$ cat src/design/pctach_consts.vh
// Constants used by the pulse counter and tachometer top-level design file
`ifndef PCTACH_CONSTS_VH
`define PCTACH_CONSTS_VH

// ----------------------------------------------------------------
// Clock and timing
// ----------------------------------------------------------------
`define PCTACH_CLK_KHZ 20000
`define PCTACH_GATE_TIME_MS 1000
`define PCTACH_GATE_CYCLES (`PCTACH_GATE_TIME_MS * `PCTACH_CLK_KHZ)

// ----------------------------------------------------------------
// Encodings, setting ranges and reset values
// ----------------------------------------------------------------
`define PCTACH_MODE_ROTATION 2'h0
`define PCTACH_MODE_COUNT_UP 2'h1
`define PCTACH_MODE_COUNT_DOWN 2'h2
`define PCTACH_SRC_LOGIC 2'h0
`define PCTACH_SRC_SINKING 2'h1
`define PCTACH_SRC_SOURCING 2'h2
`define PCTACH_SRC_MAX 24'h00_0002
`define PCTACH_LIM_OFF 2'h0
`define PCTACH_LIM_ERROR 2'h1
`define PCTACH_LIM_CLAMP 2'h2
`define PCTACH_LIM_MAX 24'h00_0002
`define PCTACH_DP_MAX 24'h00_0003
`define PCTACH_EDGE_MAX 24'h00_0001
`define PCTACH_PRESC_MAX 24'h00_FFFF
`define PCTACH_FS_MAX 24'h00_270F
`define PCTACH_SET_MIN1 24'h00_0001
`define PCTACH_SET_MIN0 24'h00_0000
`define PCTACH_PRESC_RST 16'h0001
`define PCTACH_CEIL_RST 24'h00_2710
`define PCTACH_FS_RST 16'h270F
`define PCTACH_RPM_MAX 16'h270F
`define PCTACH_RPM_SCALE 16'h003C

`endif

$ cat src/design/pctach_edge_prescale.v
// Edge qualification and prescaler for the pulse input
module pctach_edge_prescale #(
    parameter PW = 16
) (
    // Clock and reset
    input wire sys_clk,
    input wire reset_n,
    // Configuration
    input wire falling_edge_select,
    input wire [PW-1:0] prescale,
    input wire clear,
    // Pulse input and strobes
    input wire pulse_in,
    output wire edge_stb,
    output reg scaled_stb
);

reg prev_r;
reg armed_r;
reg [PW-1:0] div_r;

// First sample only primes the history, so an idle-high line gives no false edge
assign edge_stb = armed_r
    & (falling_edge_select ? (prev_r & ~pulse_in) : (~prev_r & pulse_in));

always @(posedge sys_clk or negedge reset_n) begin
    if (!reset_n) begin
        prev_r <= 1'b0;
        armed_r <= 1'b0;
        div_r <= {PW{1'b0}};
        scaled_stb <= 1'b0;
    end else begin
        prev_r <= pulse_in;
        armed_r <= 1'b1;
        scaled_stb <= 1'b0;
        if (clear) begin
            div_r <= {PW{1'b0}};
        end else if (edge_stb) begin
            // Every Nth qualified edge passes
            if (div_r + 1'b1 >= prescale) begin
                div_r <= {PW{1'b0}};
                scaled_stb <= 1'b1;
            end else begin
                div_r <= div_r + 1'b1;
            end
        end
    end
end

endmodule // pctach_edge_prescale

$ cat src/design/pctach_muldiv.v
// Sequential multiply-then-divide unit, one quotient bit per cycle
module pctach_muldiv #(
    parameter AW = 24,
    parameter BW = 16,
    parameter CW = 24
) (
    // Clock and reset
    input wire sys_clk,
    input wire reset_n,
    // Operands
    input wire start,
    input wire [AW-1:0] a,
    input wire [BW-1:0] b,
    input wire [CW-1:0] c,
    // Result
    output reg busy,
    output reg done,
    output reg [AW+BW-1:0] quot
);

localparam PW = AW + BW;
localparam NW = $clog2(PW + 1);

reg [CW:0] rem_r;
reg [PW-1:0] dvd_r;
reg [PW-1:0] quo_r;
reg [NW-1:0] cnt_r;
wire [CW:0] trial;
wire take;

assign trial = {rem_r[CW-1:0], dvd_r[PW-1]};
assign take = (trial >= {1'b0, c});

always @(posedge sys_clk or negedge reset_n) begin
    if (!reset_n) begin
        rem_r <= {(CW+1){1'b0}};
        dvd_r <= {PW{1'b0}};
        quo_r <= {PW{1'b0}};
        cnt_r <= {NW{1'b0}};
        busy <= 1'b0;
        done <= 1'b0;
        quot <= {PW{1'b0}};
    end else begin
        done <= 1'b0;
        if (!busy && start) begin
            dvd_r <= {{BW{1'b0}}, a} * {{AW{1'b0}}, b};
            rem_r <= {(CW+1){1'b0}};
            cnt_r <= PW[NW-1:0];
            busy <= 1'b1;
        end else if (busy) begin
            rem_r <= take ? (trial - {1'b0, c}) : trial;
            dvd_r <= {dvd_r[PW-2:0], 1'b0};
            quo_r <= {quo_r[PW-2:0], take};
            cnt_r <= cnt_r - 1'b1;
            if (cnt_r == {{(NW-1){1'b0}}, 1'b1}) begin
                busy <= 1'b0;
                done <= 1'b1;
                quot <= {quo_r[PW-2:0], take};
            end
        end
    end
end

endmodule // pctach_muldiv

$ cat src/design/pctach_top.v
// Pulse counter and tachometer: menu, count keeping and display scaling
`include "pctach_consts.vh"

// What this block does
// - Rotation mode divides the measured pulse rate by the user divisor.
// - Rotation display uses decimal position; a reading above 9999 flags an error at any position.
// - Count-up starts at zero and increments on each prescaled pulse.
// - Count-down loads the ceiling and decrements on each prescaled pulse.
// - Grounding the external reset clears the count to its start value.
// - Count held at start while reset is low, resumes on release.
// - Count kept in nonvolatile storage and restored after power returns.
// - Source kinds: logic level, sinking with pull-up, sourcing with pull-down.
// - Rising or falling edge advances the counter as selected.
// - Only every Nth pulse reaches the counter, N the prescale factor.
// - Configurable ceiling, in prescaled pulses, defines the counting range.
// - Count equal to ceiling shows the full-scale display value.
// - Limit off lets the count pass the ceiling up to absolute maximum.
// - Error mode flags count above ceiling or below zero.
// - Clamp mode shows ceiling value when exceeded, zero when below.
// - In counter modes the first button steps source, edge, prescale, ceiling, dp, full-scale, limit, output.
// - Second and third buttons change a setting; first confirms and returns.
module pctach_top #(
    parameter CW = 24,
    parameter PW = 16,
    parameter DW = 16,
    parameter GATE_CYCLES = `PCTACH_GATE_CYCLES,
    parameter [CW-1:0] COUNT_MAX = {CW{1'b1}}
) (
    // Clock and reset
    input wire sys_clk,
    input wire reset_n,
    // Mode and pulse input
    input wire [1:0] meter_mode,
    input wire pulse_in,
    input wire ext_reset_n,
    // Buttons, debounced levels
    input wire btn_next,
    input wire btn_up,
    input wire btn_down,
    // Nonvolatile count storage
    input wire [CW-1:0] nv_count_in,
    output reg [CW-1:0] nv_count_out,
    output reg nv_write_stb,
    // Input stage control
    output wire pull_up_en,
    output wire pull_down_en,
    // Display
    output reg [DW-1:0] display_value,
    output reg [1:0] decimal_position,
    output reg display_error,
    output reg [7:0] menu_item,
    output reg menu_editing,
    output reg [CW-1:0] menu_value
);

// ----------------------------------------------------------------
// Menu states and items
// ----------------------------------------------------------------
localparam ST_RUN = 3'b001;
localparam ST_LABEL = 3'b010;
localparam ST_EDIT = 3'b100;
localparam IT_SRC = 8'b0000_0001;
localparam IT_EDGE = 8'b0000_0010;
localparam IT_PRESC = 8'b0000_0100;
localparam IT_CEIL = 8'b0000_1000;
localparam IT_DP = 8'b0001_0000;
localparam IT_FS = 8'b0010_0000;
localparam IT_LIM = 8'b0100_0000;
localparam IT_OUT = 8'b1000_0000;
localparam GW = $clog2(GATE_CYCLES + 1);

reg [2:0] st_r, btn_prev_r;
reg [7:0] item_r;
reg [CW-1:0] edit_r, ceil_r, count_r, freq_acc_r, freq_r;
reg [1:0] src_r, dp_r, lim_r;
reg fall_r, under_r, nv_loaded_r;
reg [PW-1:0] presc_r;
reg [DW-1:0] fs_r;
reg [GW-1:0] gate_r;
wire rot_mode, down_mode, edge_stb, scaled_stb, md_busy, md_done, over_ceil;
wire [2:0] btn_now, btn_stb;
wire [CW-1:0] start_val, shown_count, md_a, md_c;
wire [CW+DW-1:0] md_quot;
wire [DW-1:0] md_b;

// ----------------------------------------------------------------
// Helper functions
// ----------------------------------------------------------------
function [DW-1:0] pow10;
    input [1:0] dp;
    case (dp)
        2'h0: pow10 = 16'h0001;
        2'h1: pow10 = 16'h000A;
        2'h2: pow10 = 16'h0064;
        default: pow10 = 16'h03E8;
    endcase
endfunction
// Wrapping step of an edited setting within its bounds
function [CW-1:0] step;
    input [CW-1:0] val;
    input [CW-1:0] lo;
    input [CW-1:0] hi;
    input up;
    step = up ? ((val >= hi) ? lo : val + 1'b1) : ((val <= lo) ? hi : val - 1'b1);
endfunction
function [CW-1:0] item_max;
    input [7:0] it;
    case (it)
        IT_SRC: item_max = `PCTACH_SRC_MAX;
        IT_EDGE: item_max = `PCTACH_EDGE_MAX;
        IT_PRESC: item_max = `PCTACH_PRESC_MAX;
        IT_CEIL: item_max = COUNT_MAX;
        IT_DP: item_max = `PCTACH_DP_MAX;
        IT_FS: item_max = `PCTACH_FS_MAX;
        IT_LIM: item_max = `PCTACH_LIM_MAX;
        default: item_max = `PCTACH_SET_MIN0;
    endcase
endfunction
// Divisor, prescale and ceiling never reach zero
function [CW-1:0] item_min;
    input [7:0] it;
    item_min = (it == IT_PRESC || it == IT_CEIL) ? `PCTACH_SET_MIN1 : `PCTACH_SET_MIN0;
endfunction
// Rotation menu skips the counter-only items
function [7:0] item_next;
    input [7:0] it;
    input rot;
    case (it)
        IT_SRC: item_next = rot ? IT_PRESC : IT_EDGE;
        IT_EDGE: item_next = IT_PRESC;
        IT_PRESC: item_next = rot ? IT_DP : IT_CEIL;
        IT_CEIL: item_next = IT_DP;
        IT_DP: item_next = rot ? IT_OUT : IT_FS;
        IT_FS: item_next = IT_LIM;
        IT_LIM: item_next = IT_OUT;
        default: item_next = IT_OUT;
    endcase
endfunction
function [CW-1:0] item_get;
    input [7:0] it;
    case (it)
        IT_SRC: item_get = {{(CW-2){1'b0}}, src_r};
        IT_EDGE: item_get = {{(CW-1){1'b0}}, fall_r};
        IT_PRESC: item_get = {{(CW-PW){1'b0}}, presc_r};
        IT_CEIL: item_get = ceil_r;
        IT_DP: item_get = {{(CW-2){1'b0}}, dp_r};
        IT_FS: item_get = {{(CW-DW){1'b0}}, fs_r};
        IT_LIM: item_get = {{(CW-2){1'b0}}, lim_r};
        default: item_get = `PCTACH_SET_MIN0;
    endcase
endfunction

// ----------------------------------------------------------------
// Decodes
// ----------------------------------------------------------------
assign rot_mode = (meter_mode == `PCTACH_MODE_ROTATION);
assign down_mode = (meter_mode == `PCTACH_MODE_COUNT_DOWN);
assign btn_now = {btn_down, btn_up, btn_next};
assign btn_stb = btn_now & ~btn_prev_r;
assign start_val = down_mode ? ceil_r : {CW{1'b0}};
assign pull_up_en = (src_r == `PCTACH_SRC_SINKING);
assign pull_down_en = (src_r == `PCTACH_SRC_SOURCING);
assign over_ceil = (count_r > ceil_r);

// ----------------------------------------------------------------
// Menu
// ----------------------------------------------------------------
always @(posedge sys_clk or negedge reset_n) begin
    if (!reset_n) begin
        st_r <= ST_RUN;
        item_r <= IT_SRC;
        edit_r <= {CW{1'b0}};
        btn_prev_r <= 3'h0;
        src_r <= `PCTACH_SRC_LOGIC;
        fall_r <= 1'b0;
        presc_r <= `PCTACH_PRESC_RST;
        ceil_r <= `PCTACH_CEIL_RST;
        dp_r <= 2'h0;
        fs_r <= `PCTACH_FS_RST;
        lim_r <= `PCTACH_LIM_OFF;
    end else begin
        btn_prev_r <= btn_now;
        case (st_r)
            ST_RUN: begin
                if (btn_stb[0]) begin
                    st_r <= ST_LABEL;
                    item_r <= IT_SRC;
                end
            end
            ST_LABEL: begin
                if (btn_stb[0]) begin
                    if (item_r == IT_OUT) begin
                        // Output setup lives outside this block
                        st_r <= ST_RUN;
                    end else begin
                        item_r <= item_next(item_r, rot_mode);
                    end
                end else if ((btn_stb[1] || btn_stb[2]) && item_r != IT_OUT) begin
                    st_r <= ST_EDIT;
                    edit_r <= step(item_get(item_r), item_min(item_r),
                                   item_max(item_r), btn_stb[1]);
                end
            end
            ST_EDIT: begin
                if (btn_stb[0]) begin
                    st_r <= ST_LABEL;
                    case (item_r)
                        IT_SRC: src_r <= edit_r[1:0];
                        IT_EDGE: fall_r <= edit_r[0];
                        IT_PRESC: presc_r <= edit_r[PW-1:0];
                        IT_CEIL: ceil_r <= edit_r;
                        IT_DP: dp_r <= edit_r[1:0];
                        IT_FS: fs_r <= edit_r[DW-1:0];
                        IT_LIM: lim_r <= edit_r[1:0];
                        default: st_r <= ST_LABEL;
                    endcase
                end else if (btn_stb[1] || btn_stb[2]) begin
                    edit_r <= step(edit_r, item_min(item_r), item_max(item_r), btn_stb[1]);
                end
            end
            default: st_r <= ST_RUN;
        endcase
    end
end

// ----------------------------------------------------------------
// Counter with nonvolatile restore
// ----------------------------------------------------------------
pctach_edge_prescale #(.PW(PW)) u_edge (
    .sys_clk(sys_clk), .reset_n(reset_n), .falling_edge_select(fall_r & ~rot_mode),
    .prescale(presc_r), .clear(~ext_reset_n), .pulse_in(pulse_in), .edge_stb(edge_stb),
    .scaled_stb(scaled_stb)
);

// The stored count is taken once, on the first edge after release
always @(posedge sys_clk or negedge reset_n) begin
    if (!reset_n) begin
        count_r <= {CW{1'b0}};
        under_r <= 1'b0;
        nv_loaded_r <= 1'b0;
        nv_count_out <= {CW{1'b0}};
        nv_write_stb <= 1'b0;
    end else begin
        nv_write_stb <= 1'b0;
        if (!nv_loaded_r) begin
            nv_loaded_r <= 1'b1;
            count_r <= nv_count_in;
        end else if (!ext_reset_n) begin
            count_r <= start_val;
            under_r <= 1'b0;
            nv_count_out <= start_val;
            nv_write_stb <= (count_r != start_val) | under_r;
        end else if (scaled_stb && !rot_mode) begin
            // Store only on a real change, so a stuck count costs no storage wear
            if (!down_mode) begin
                // Clamp mode stops at the ceiling, otherwise the absolute maximum
                if (count_r < COUNT_MAX && !(lim_r == `PCTACH_LIM_CLAMP && count_r >= ceil_r)) begin
                    count_r <= count_r + 1'b1;
                    nv_count_out <= count_r + 1'b1;
                    nv_write_stb <= 1'b1;
                end
            end else if (count_r != {CW{1'b0}}) begin
                count_r <= count_r - 1'b1;
                nv_count_out <= count_r - 1'b1;
                nv_write_stb <= 1'b1;
            end else begin
                under_r <= 1'b1;
            end
        end
    end
end

// ----------------------------------------------------------------
// Rotation pulse frequency over a fixed gate
// ----------------------------------------------------------------
always @(posedge sys_clk or negedge reset_n) begin
    if (!reset_n) begin
        gate_r <= {GW{1'b0}};
        freq_acc_r <= {CW{1'b0}};
        freq_r <= {CW{1'b0}};
    end else if (gate_r == GATE_CYCLES[GW-1:0] - 1'b1) begin
        gate_r <= {GW{1'b0}};
        freq_r <= freq_acc_r + {{(CW-1){1'b0}}, edge_stb};
        freq_acc_r <= {CW{1'b0}};
    end else begin
        gate_r <= gate_r + 1'b1;
        if (edge_stb && freq_acc_r != COUNT_MAX) begin
            freq_acc_r <= freq_acc_r + 1'b1;
        end
    end
end

// ----------------------------------------------------------------
// Display scaling
// ----------------------------------------------------------------
assign shown_count = (lim_r == `PCTACH_LIM_CLAMP && over_ceil) ? ceil_r : count_r;
assign md_a = rot_mode ? freq_r : shown_count;
assign md_b = rot_mode ? `PCTACH_RPM_SCALE * pow10(dp_r) : fs_r;
assign md_c = rot_mode ? {{(CW-PW){1'b0}}, presc_r} : ceil_r;

// Free-running: a fresh result every few dozen cycles
pctach_muldiv #(.AW(CW), .BW(DW), .CW(CW)) u_muldiv (
    .sys_clk(sys_clk), .reset_n(reset_n), .start(~md_busy), .a(md_a), .b(md_b), .c(md_c),
    .busy(md_busy), .done(md_done), .quot(md_quot)
);

always @(posedge sys_clk or negedge reset_n) begin
    if (!reset_n) begin
        display_value <= {DW{1'b0}};
        decimal_position <= 2'h0;
        display_error <= 1'b0;
        menu_item <= 8'h00;
        menu_editing <= 1'b0;
        menu_value <= {CW{1'b0}};
    end else begin
        decimal_position <= dp_r;
        menu_item <= (st_r == ST_RUN) ? 8'h00 : item_r;
        menu_editing <= (st_r == ST_EDIT);
        menu_value <= (st_r == ST_EDIT) ? edit_r : item_get(item_r);
        if (md_done) begin
            display_error <= rot_mode ? (md_quot > {{CW{1'b0}}, `PCTACH_RPM_MAX})
                : ((lim_r == `PCTACH_LIM_ERROR) && (over_ceil || under_r));
            display_value <= (md_quot > {{CW{1'b0}}, {DW{1'b1}}}) ? {DW{1'b1}}
                : md_quot[DW-1:0];
        end
    end
end

endmodule // pctach_top

$ cat config.mk
export PLATFORM = sky130hd
export DESIGN_NAME = pctach_top
export DESIGN_NICKNAME = d
export VERILOG_FILES = /design/src/design/pctach_edge_prescale.v /design/src/design/pctach_muldiv.v /design/src/design/pctach_top.v
export VERILOG_INCLUDE_DIRS = /design/src /design/src/design
export SDC_FILE = /design/constraint.sdc
export NUM_CORES = 2
export LEC_CHECK = 0
export CAP_MARGIN = 20
export CORE_MARGIN = 2
export CORE_UTILIZATION = 45
export DETAILED_ROUTE_END_ITERATION = 12
export DONT_BUFFER_PORTS = 1
export PLACE_DENSITY_LB_ADDON = 0.08
export REMOVE_ABC_BUFFERS = 1
export SYNTH_ARGS = -nofsm -noshare
export SYNTH_HDL_FRONTEND = slang
export SYNTH_SLANG_ARGS = --single-unit
$ cat constraint.sdc
create_clock -name sys_clk -period 11.4 [get_ports sys_clk]
set_input_delay 3.42 -clock sys_clk [delete_from_list [all_inputs] [get_ports sys_clk]]
set_output_delay 3.42 -clock sys_clk [all_outputs]
set_load 0.01 [all_outputs]
==> After elaboration in Yosys (flattened, before gate mapping) <==
Index checks and enable logic that the tools add are counted.
{ "totals": {"output_inout_bits": 79, "inputBits": 33, "wordCells": 237, "reg_bits": 446} }
{ "op_classes": {"n_lt_le_gt_ge": 11, "n_mul": 2, "n_eq_ne": 42, "muxes": 85, "add_sub_neg": 12, "bitwise_logic": 12, "reduce_logical": 38} }
{ "op_table": {"columns": ["op", "count"], "rows": [
  ["$mux 24", 35],
  ["$pmux 24 s7", 1],
  ["$pmux 24 s6", 1],
  ["$add 24x1->24 const B", 4],
  ["$mux 16", 5],
  ["$mux 40", 2],
  ["$ge 24x24->1", 3],
  ["$sub 24x1->24 const B", 3],
  ["$pmux 24 s2", 1],
  ["$pmux 8 s6", 1],
  ["$gt 40x14->1 const B", 1],
  ["$gt 40x16->1 const B", 1],
  ["$mul 24x16->40", 1],
  ["$mux 8", 5],
  ["$pmux 10 s3", 1],
  ["$reduce_and 3->1", 10],
  ["$add 25x1->25 const B", 1],
  ["$eq 25x25->1 const B", 1],
  ["$ge 25x24->1", 1],
  ["$mux 25", 1],
  ["$add 24x1->24", 1],
  ["$gt 24x24->1", 1],
  ["$le 24x1->1", 1],
  ["$le 24x24->1", 1],
  ["other kinds (50)", 119]
]} }

==> Depth between registers and ports, before layout <==
{ "logic_depth": {"depth_word": 13, "mapped_depth": 36, "ltp_nobuf": 33} }

==> Hierarchy <==
A second synthesis with hierarchy kept.
{ "unflattened": {"cells_unflattened": 4698, "area_unflattened_um2": 41224.5} }
{ "modules_own_cells": {"columns": ["module", "area_per_inst_um2", "seq_area_each_um2", "instances", "cells_each"], "rows": [
  ["pctach_muldiv", 19956.6, 3778.6, 1, 2223],
  ["pctach_top", 19756.4, 6951.7, 1, 2317],
  ["pctach_edge_prescale", 1511.4, 475.5, 1, 158]
]} }

==> Worst setup path after synthesis <==
OpenSTA, ideal clock, no wires.
{ "synth_path": {"path_type": "input to register", "startpoint": "input port meter_mode[1]", "endpoint": "register u_muldiv.dvd_r[36]", "n_path_buf": 3, "slack_ns": 0.758, "setup_time_ns": 0.131, "stages": 28, "required_time_ns": 11.269, "arrival_time_ns": 10.511, "path_cell_list": "or2_2 -> clkbuf_1 -> clkbuf_1 -> buf_1 -> nor2_1 -> a21oi_1 -> nand2_1 -> fa_1 -> inv_1 -> fa_1 -> inv_1 -> fa_1 -> inv_1 -> fa_1 -> fa_1 -> inv_1 -> fa_1 -> inv_1 -> ha_1 -> a211oi_1 -> o21ai_0 -> a211oi_1 -> o21ai_0 -> o21ai_0 -> a21oi_1 -> o31ai_1 -> a21oi_1 -> or3_1"} }
{ "synth_between": {"elab_chain_cells": 4, "word_cells_on_any_way": 5, "classes_between": "mul: 1; mux: 3; reduce/logical: 1"} }
{ "synth_rtl": {"columns": ["item", "line_no", "text"], "rows": [
  ["start, declared", "pctach_top.v:33", "input wire [1:0] meter_mode,"],
  ["$logic_not 2->1 (no source line) (*)", null, null],
  ["$mux 24 / $mux 16 (equally long branches)", "pctach_top.v:297, pctach_top.v:298", null],
  ["$mul 24x16->40 (*)", "pctach_muldiv.v:46", "dvd_r <= {{BW{1'b0}}, a} * {{AW{1'b0}}, b};"],
  ["$mux 40 (*)", "pctach_muldiv.v:45", "if (!busy && start) begin"],
  ["end signal, assigned", "pctach_muldiv.v:37", "dvd_r <= {PW{1'b0}};"],
  ["end signal, assigned", "pctach_muldiv.v:46", null],
  ["end signal, assigned", "pctach_muldiv.v:52", "dvd_r <= {dvd_r[PW-2:0], 1'b0};"],
  ["end, declared", "pctach_muldiv.v:25", "reg [PW-1:0] dvd_r;"]
]} }
Mark *: on every way between the ends. The rest lies on a longest branch, timed or not.
A chain may end at the register's enable or synchronous reset.

==> Final worst setup path <==
{ "layout_path": {"startpoint": "register ceil_r[10]", "endpoint": "register u_muldiv.dvd_r[36]"} }
{ "layout_between": {"elab_chain_cells": 6} }
{ "layout_rtl": {"columns": ["item", "line_no", "text"], "rows": [
  ["start, declared", "pctach_top.v:74", "reg [CW-1:0] edit_r, ceil_r, count_r, freq_acc_r, freq_r;"],
  ["start signal, assigned", "pctach_top.v:177", "ceil_r <= `PCTACH_CEIL_RST;"],
  ["start signal, assigned", "pctach_top.v:211", "IT_CEIL: ceil_r <= edit_r;"],
  ["$gt 24x24->1", "pctach_top.v:163", "assign over_ceil = (count_r > ceil_r);"],
  ["$logic_and 1x1->1", "pctach_top.v:296", "assign shown_count = (lim_r == `PCTACH_LIM_CLAMP && over_ceil) ? ceil_r : count_r;"],
  ["$mux 24 (*)", "pctach_top.v:296", null],
  ["$mux 24 (*)", "pctach_top.v:297", "assign md_a = rot_mode ? freq_r : shown_count;"],
  ["$mul 24x16->40 (*)", "pctach_muldiv.v:46", null],
  ["$mux 40 (*)", "pctach_muldiv.v:45", null]
]} }
Marked as above.

==> metrics.md <==
| Metric | Value |
|---|---|
| Crit path to | u_muldiv.dvd_r[36] |
| Period minus WS final | 10720 ps |
| Storage cell area | 11200 sq um |
| CP max stage delay | 950 ps |
| Final setup viols | 0 |
| CP max-delay cell | o2111ai_2 |
| Commonest non-fill, non-tap cell in the layout | nand2_1 |
| Final instance area | 43600 sq um |
| Unrepaired setup endpoints after global routing | no |
| Tightest Hold Check Type | flip-flop to flip-flop |
| Worst r2r src | ceil_r[10] |
| CP Class | flip-flop to flip-flop |
| Rel. slew slack | 22.9% |
| GR Overflow Total | 0 |
| Multi-input logic area | 26000 sq um |
| Core ar. | 88100 sq um |
| Pre-CTS setup slack | 93.1 ps |
| Initial Util | 45.2% |
| Max cap viols | 0 |
| Vias | 32.2k |
| Post-Synthesis Cells | 4421 |
| Root Driver | clkbuf_16 |
| Setup_tns | 0 ps |
| H-tree levels | 2 |
| Leakage power | 20.3 nW |
| Detailed Route WL | 125000 microns |
| Most frequent cells in the layout | 487 x nand2_1, 465 x inv_1, 453 x nor2_1 |
| Levels on crit path | 30 |
| # fillers | 8545 |
| Antenna viol nets, final | 0 |
| Sequential-to-total area share from yosys stat | 28.1% |
| Full die area | 91000 sq um |
| Cell area after synthesis | 39900 sq um |
| Asr flop ratio synth | 100% |
| Share of cells above drive strength 1 | 11.9% |
| Dominant cell type by count on the critical path | fa_1 |
| Total Routing Usage GR | 27.7% |
| Placement Cell Area | 41600 sq um |
| Post-Syn Area per Cell | 9.01 sq um |
| DRC violation count after routing | 0 |
| Worst-margin pin slew | 1150 ps |
| Crit-path max FO | 16 |
| Main synth FF type | dfrtp_1 |
| Largest net degree at the start of global routing | 447 |
| Period Utilization, post-route | 94.0% |
| CTS tree | done |
| Synth cell types | 105 |
| Max VDD drop | 0.000146 V |
| PwrDens | 135 nW/um^2 |
| Wire length per cell | 22.3 microns |
| Die Span X | 302 microns |
| CTS max path bufs | 3 |
| PostCTS Resize Cnt | 0 |
| Setup Buffers After CTS | 0 |
| F_max | 93.3 MHz |
| First-pass DRT Iterations | 7 |
| Initial antenna violation count | 7 |
| Vias per std cell | 5.73 |
| Crit path launch | ceil_r[10] |
| First-pass GRT wire length | 193000 microns |
| Core Util, Final | 49.5% |
| Worst Path Buf+Inv | 4 |
| Clock sinks | 446 |
| FF-to-FF End | u_muldiv.dvd_r[36] |
| HPWL after DPL | 96100 microns |
| Final setup skew | 53.9 ps |
| Final WS setup | 681 ps |
| IO Pins | 112 |
| # rows | 109 |
| Die height | 302 microns |
| Total CTS buffers | 54 |
| Final Slew Violations | 0 |
| RD Place Congestion | 0.954 |
| DR iter-0 viols | 2719 |
| CP endpoint kind | flip-flop |
| Number of synthesized flops with an enable pin | 0 |
| Startpoint Class | flip-flop |
| Final Hold Viols | 0 |
| Total power | 5.91 mW |
| Status | finished clean |
| Skew-Pair Late Insertion Delay | 670 ps |
| Crit path arrival time | 11270 ps |
| Worst-path clk slew | 60 ps |
| Data required, critical path | 11950 ps |
| CTS Hold Bufs | 0 |
| Port Buffers | 0 |
| Largest delay share family, worst path | compound AO/OA/AOI/OAI gates |
| #FFs+latches synth | 446 |
| Flop-to-flop setup slack | 680 ps |
| Nets | 5008 |
| Synth Warn # | 0 |
| Vias in the first global route | 31.5k |
| Register-to-Register Path Depth | 30 |
| Area grow syn2layout | 9.44% |
layer usage:
metal  vias up  wire [microns]  GRT usage (%)
met1     15900           58200           41.2
li1      15000               -              -
met4         8            3930           8.49
met2      1172           52500           39.8
met3       188           10800           6.28
met5         -              59              0
where the power goes:
group	switching [mW]	internal, mW
Sequential	0.286	1.81
Clock	0.779	1.08
Combinational	1.13	0.824
Total	2.19	3.72
synthesized netlist by cell type, drive strengths merged (16+ instances only):
library cell / count / share of area [%]
nand2b: 22 / 0.35
nor2: 456 / 4.3
dfrtp: 430 / 27
o21ai: 220 / 2.8
nor3: 65 / 0.88
ha: 262 / 8.2
nand3: 91 / 1.1
inv: 467 / 4.4
o31ai: 23 / 0.43
dfstp: 16 / 1.1
o211ai: 24 / 0.45
nor2b: 26 / 0.43
a31oi: 37 / 0.58
mux2i: 63 / 1.6
nand4: 55 / 0.92
xnor2: 134 / 2.9
nand2: 487 / 4.6
fa: 308 / 15
xor2: 77 / 1.7
or2: 44 / 0.70
or3: 20 / 0.31
a211oi: 28 / 0.53
clkbuf: 178 / 1.7
buf: 52 / 0.68
a21o: 81 / 1.5
nor4: 39 / 0.76
a32o: 17 / 0.43
a22o: 17 / 0.38
and3: 40 / 0.64
and2: 27 / 0.42
mux2: 169 / 4.8
o21a: 25 / 0.47
a21oi: 201 / 2.5
o22ai: 17 / 0.27
worst min-delay path by stage:
stage / from / slack [ps] / endpoint / cells after the start
global route: u_muldiv.dvd_r[33] / 480 / u_muldiv.dvd_r[34] / 2
detailed placement: u_muldiv.dvd_r[5] / 440 / u_muldiv.dvd_r[6] / 2
CTS: u_muldiv.dvd_r[5] / 450 / u_muldiv.dvd_r[6] / 2
finish: u_muldiv.dvd_r[5] / 450 / u_muldiv.dvd_r[6] / 2
floorplan: u_muldiv.dvd_r[32] / 420 / u_muldiv.dvd_r[33] / 2
global placement: u_muldiv.dvd_r[5] / 440 / u_muldiv.dvd_r[6] / 2
kinds of logic after synthesis:
family,Yosys count,synth area share [%]
simple gates,1431,16.7
compound gates,831,13.7
buf+inv,699,6.78
fa+ha+maj,570,23.7
flops,446,28.1
mux,232,6.36
xor+xnor,211,4.64
other cells,1,0.00941
layout make-up:
type	count	area share, %
Multi-Input combinational cell	3276	59.7
Sequential cell	446	25.6
Inverter	469	4.04
Clock buffer	71	3.57
Tap cell	1165	3.34
Timing Repair Buffer	158	2.88
Clock inverter	30	0.869
Antenna cell	1	0.00574
flip-flops by register name, summed over array words and instances, names as in the netlist, 8 cells and up:
name	count
count_r	24
u_muldiv.quot	40
ceil_r	24
display_value	16
edit_r	24
freq_r	24
freq_acc_r	24
item_r	8
gate_r	25
presc_r	16
u_muldiv.dvd_r	40
menu_item	8
u_muldiv.quo_r	39
menu_value	24
nv_count_out	24
u_muldiv.rem_r	24
u_edge.div_r	16
fs_r	16
worst min-delay path, stage by stage, from the launching register on:
cell	delay, ps
dfrtp_1	320
nand2_1	40
o21ai_0	50
per-stage QoR:
| stage | cells | hold WS, ps |
|---|---|---|
| 3_5_place_dp | 5510 | 439 |
| 4_1_cts | 5611 | 446 |
| 2_1_floorplan | 4191 | 423 |
| 6_report | 5616 | 445 |
| 3_3_place_gp | 5508 | 440 |
| 5_1_grt | 5615 | 484 |
Power figures use the tool's default switching activity.
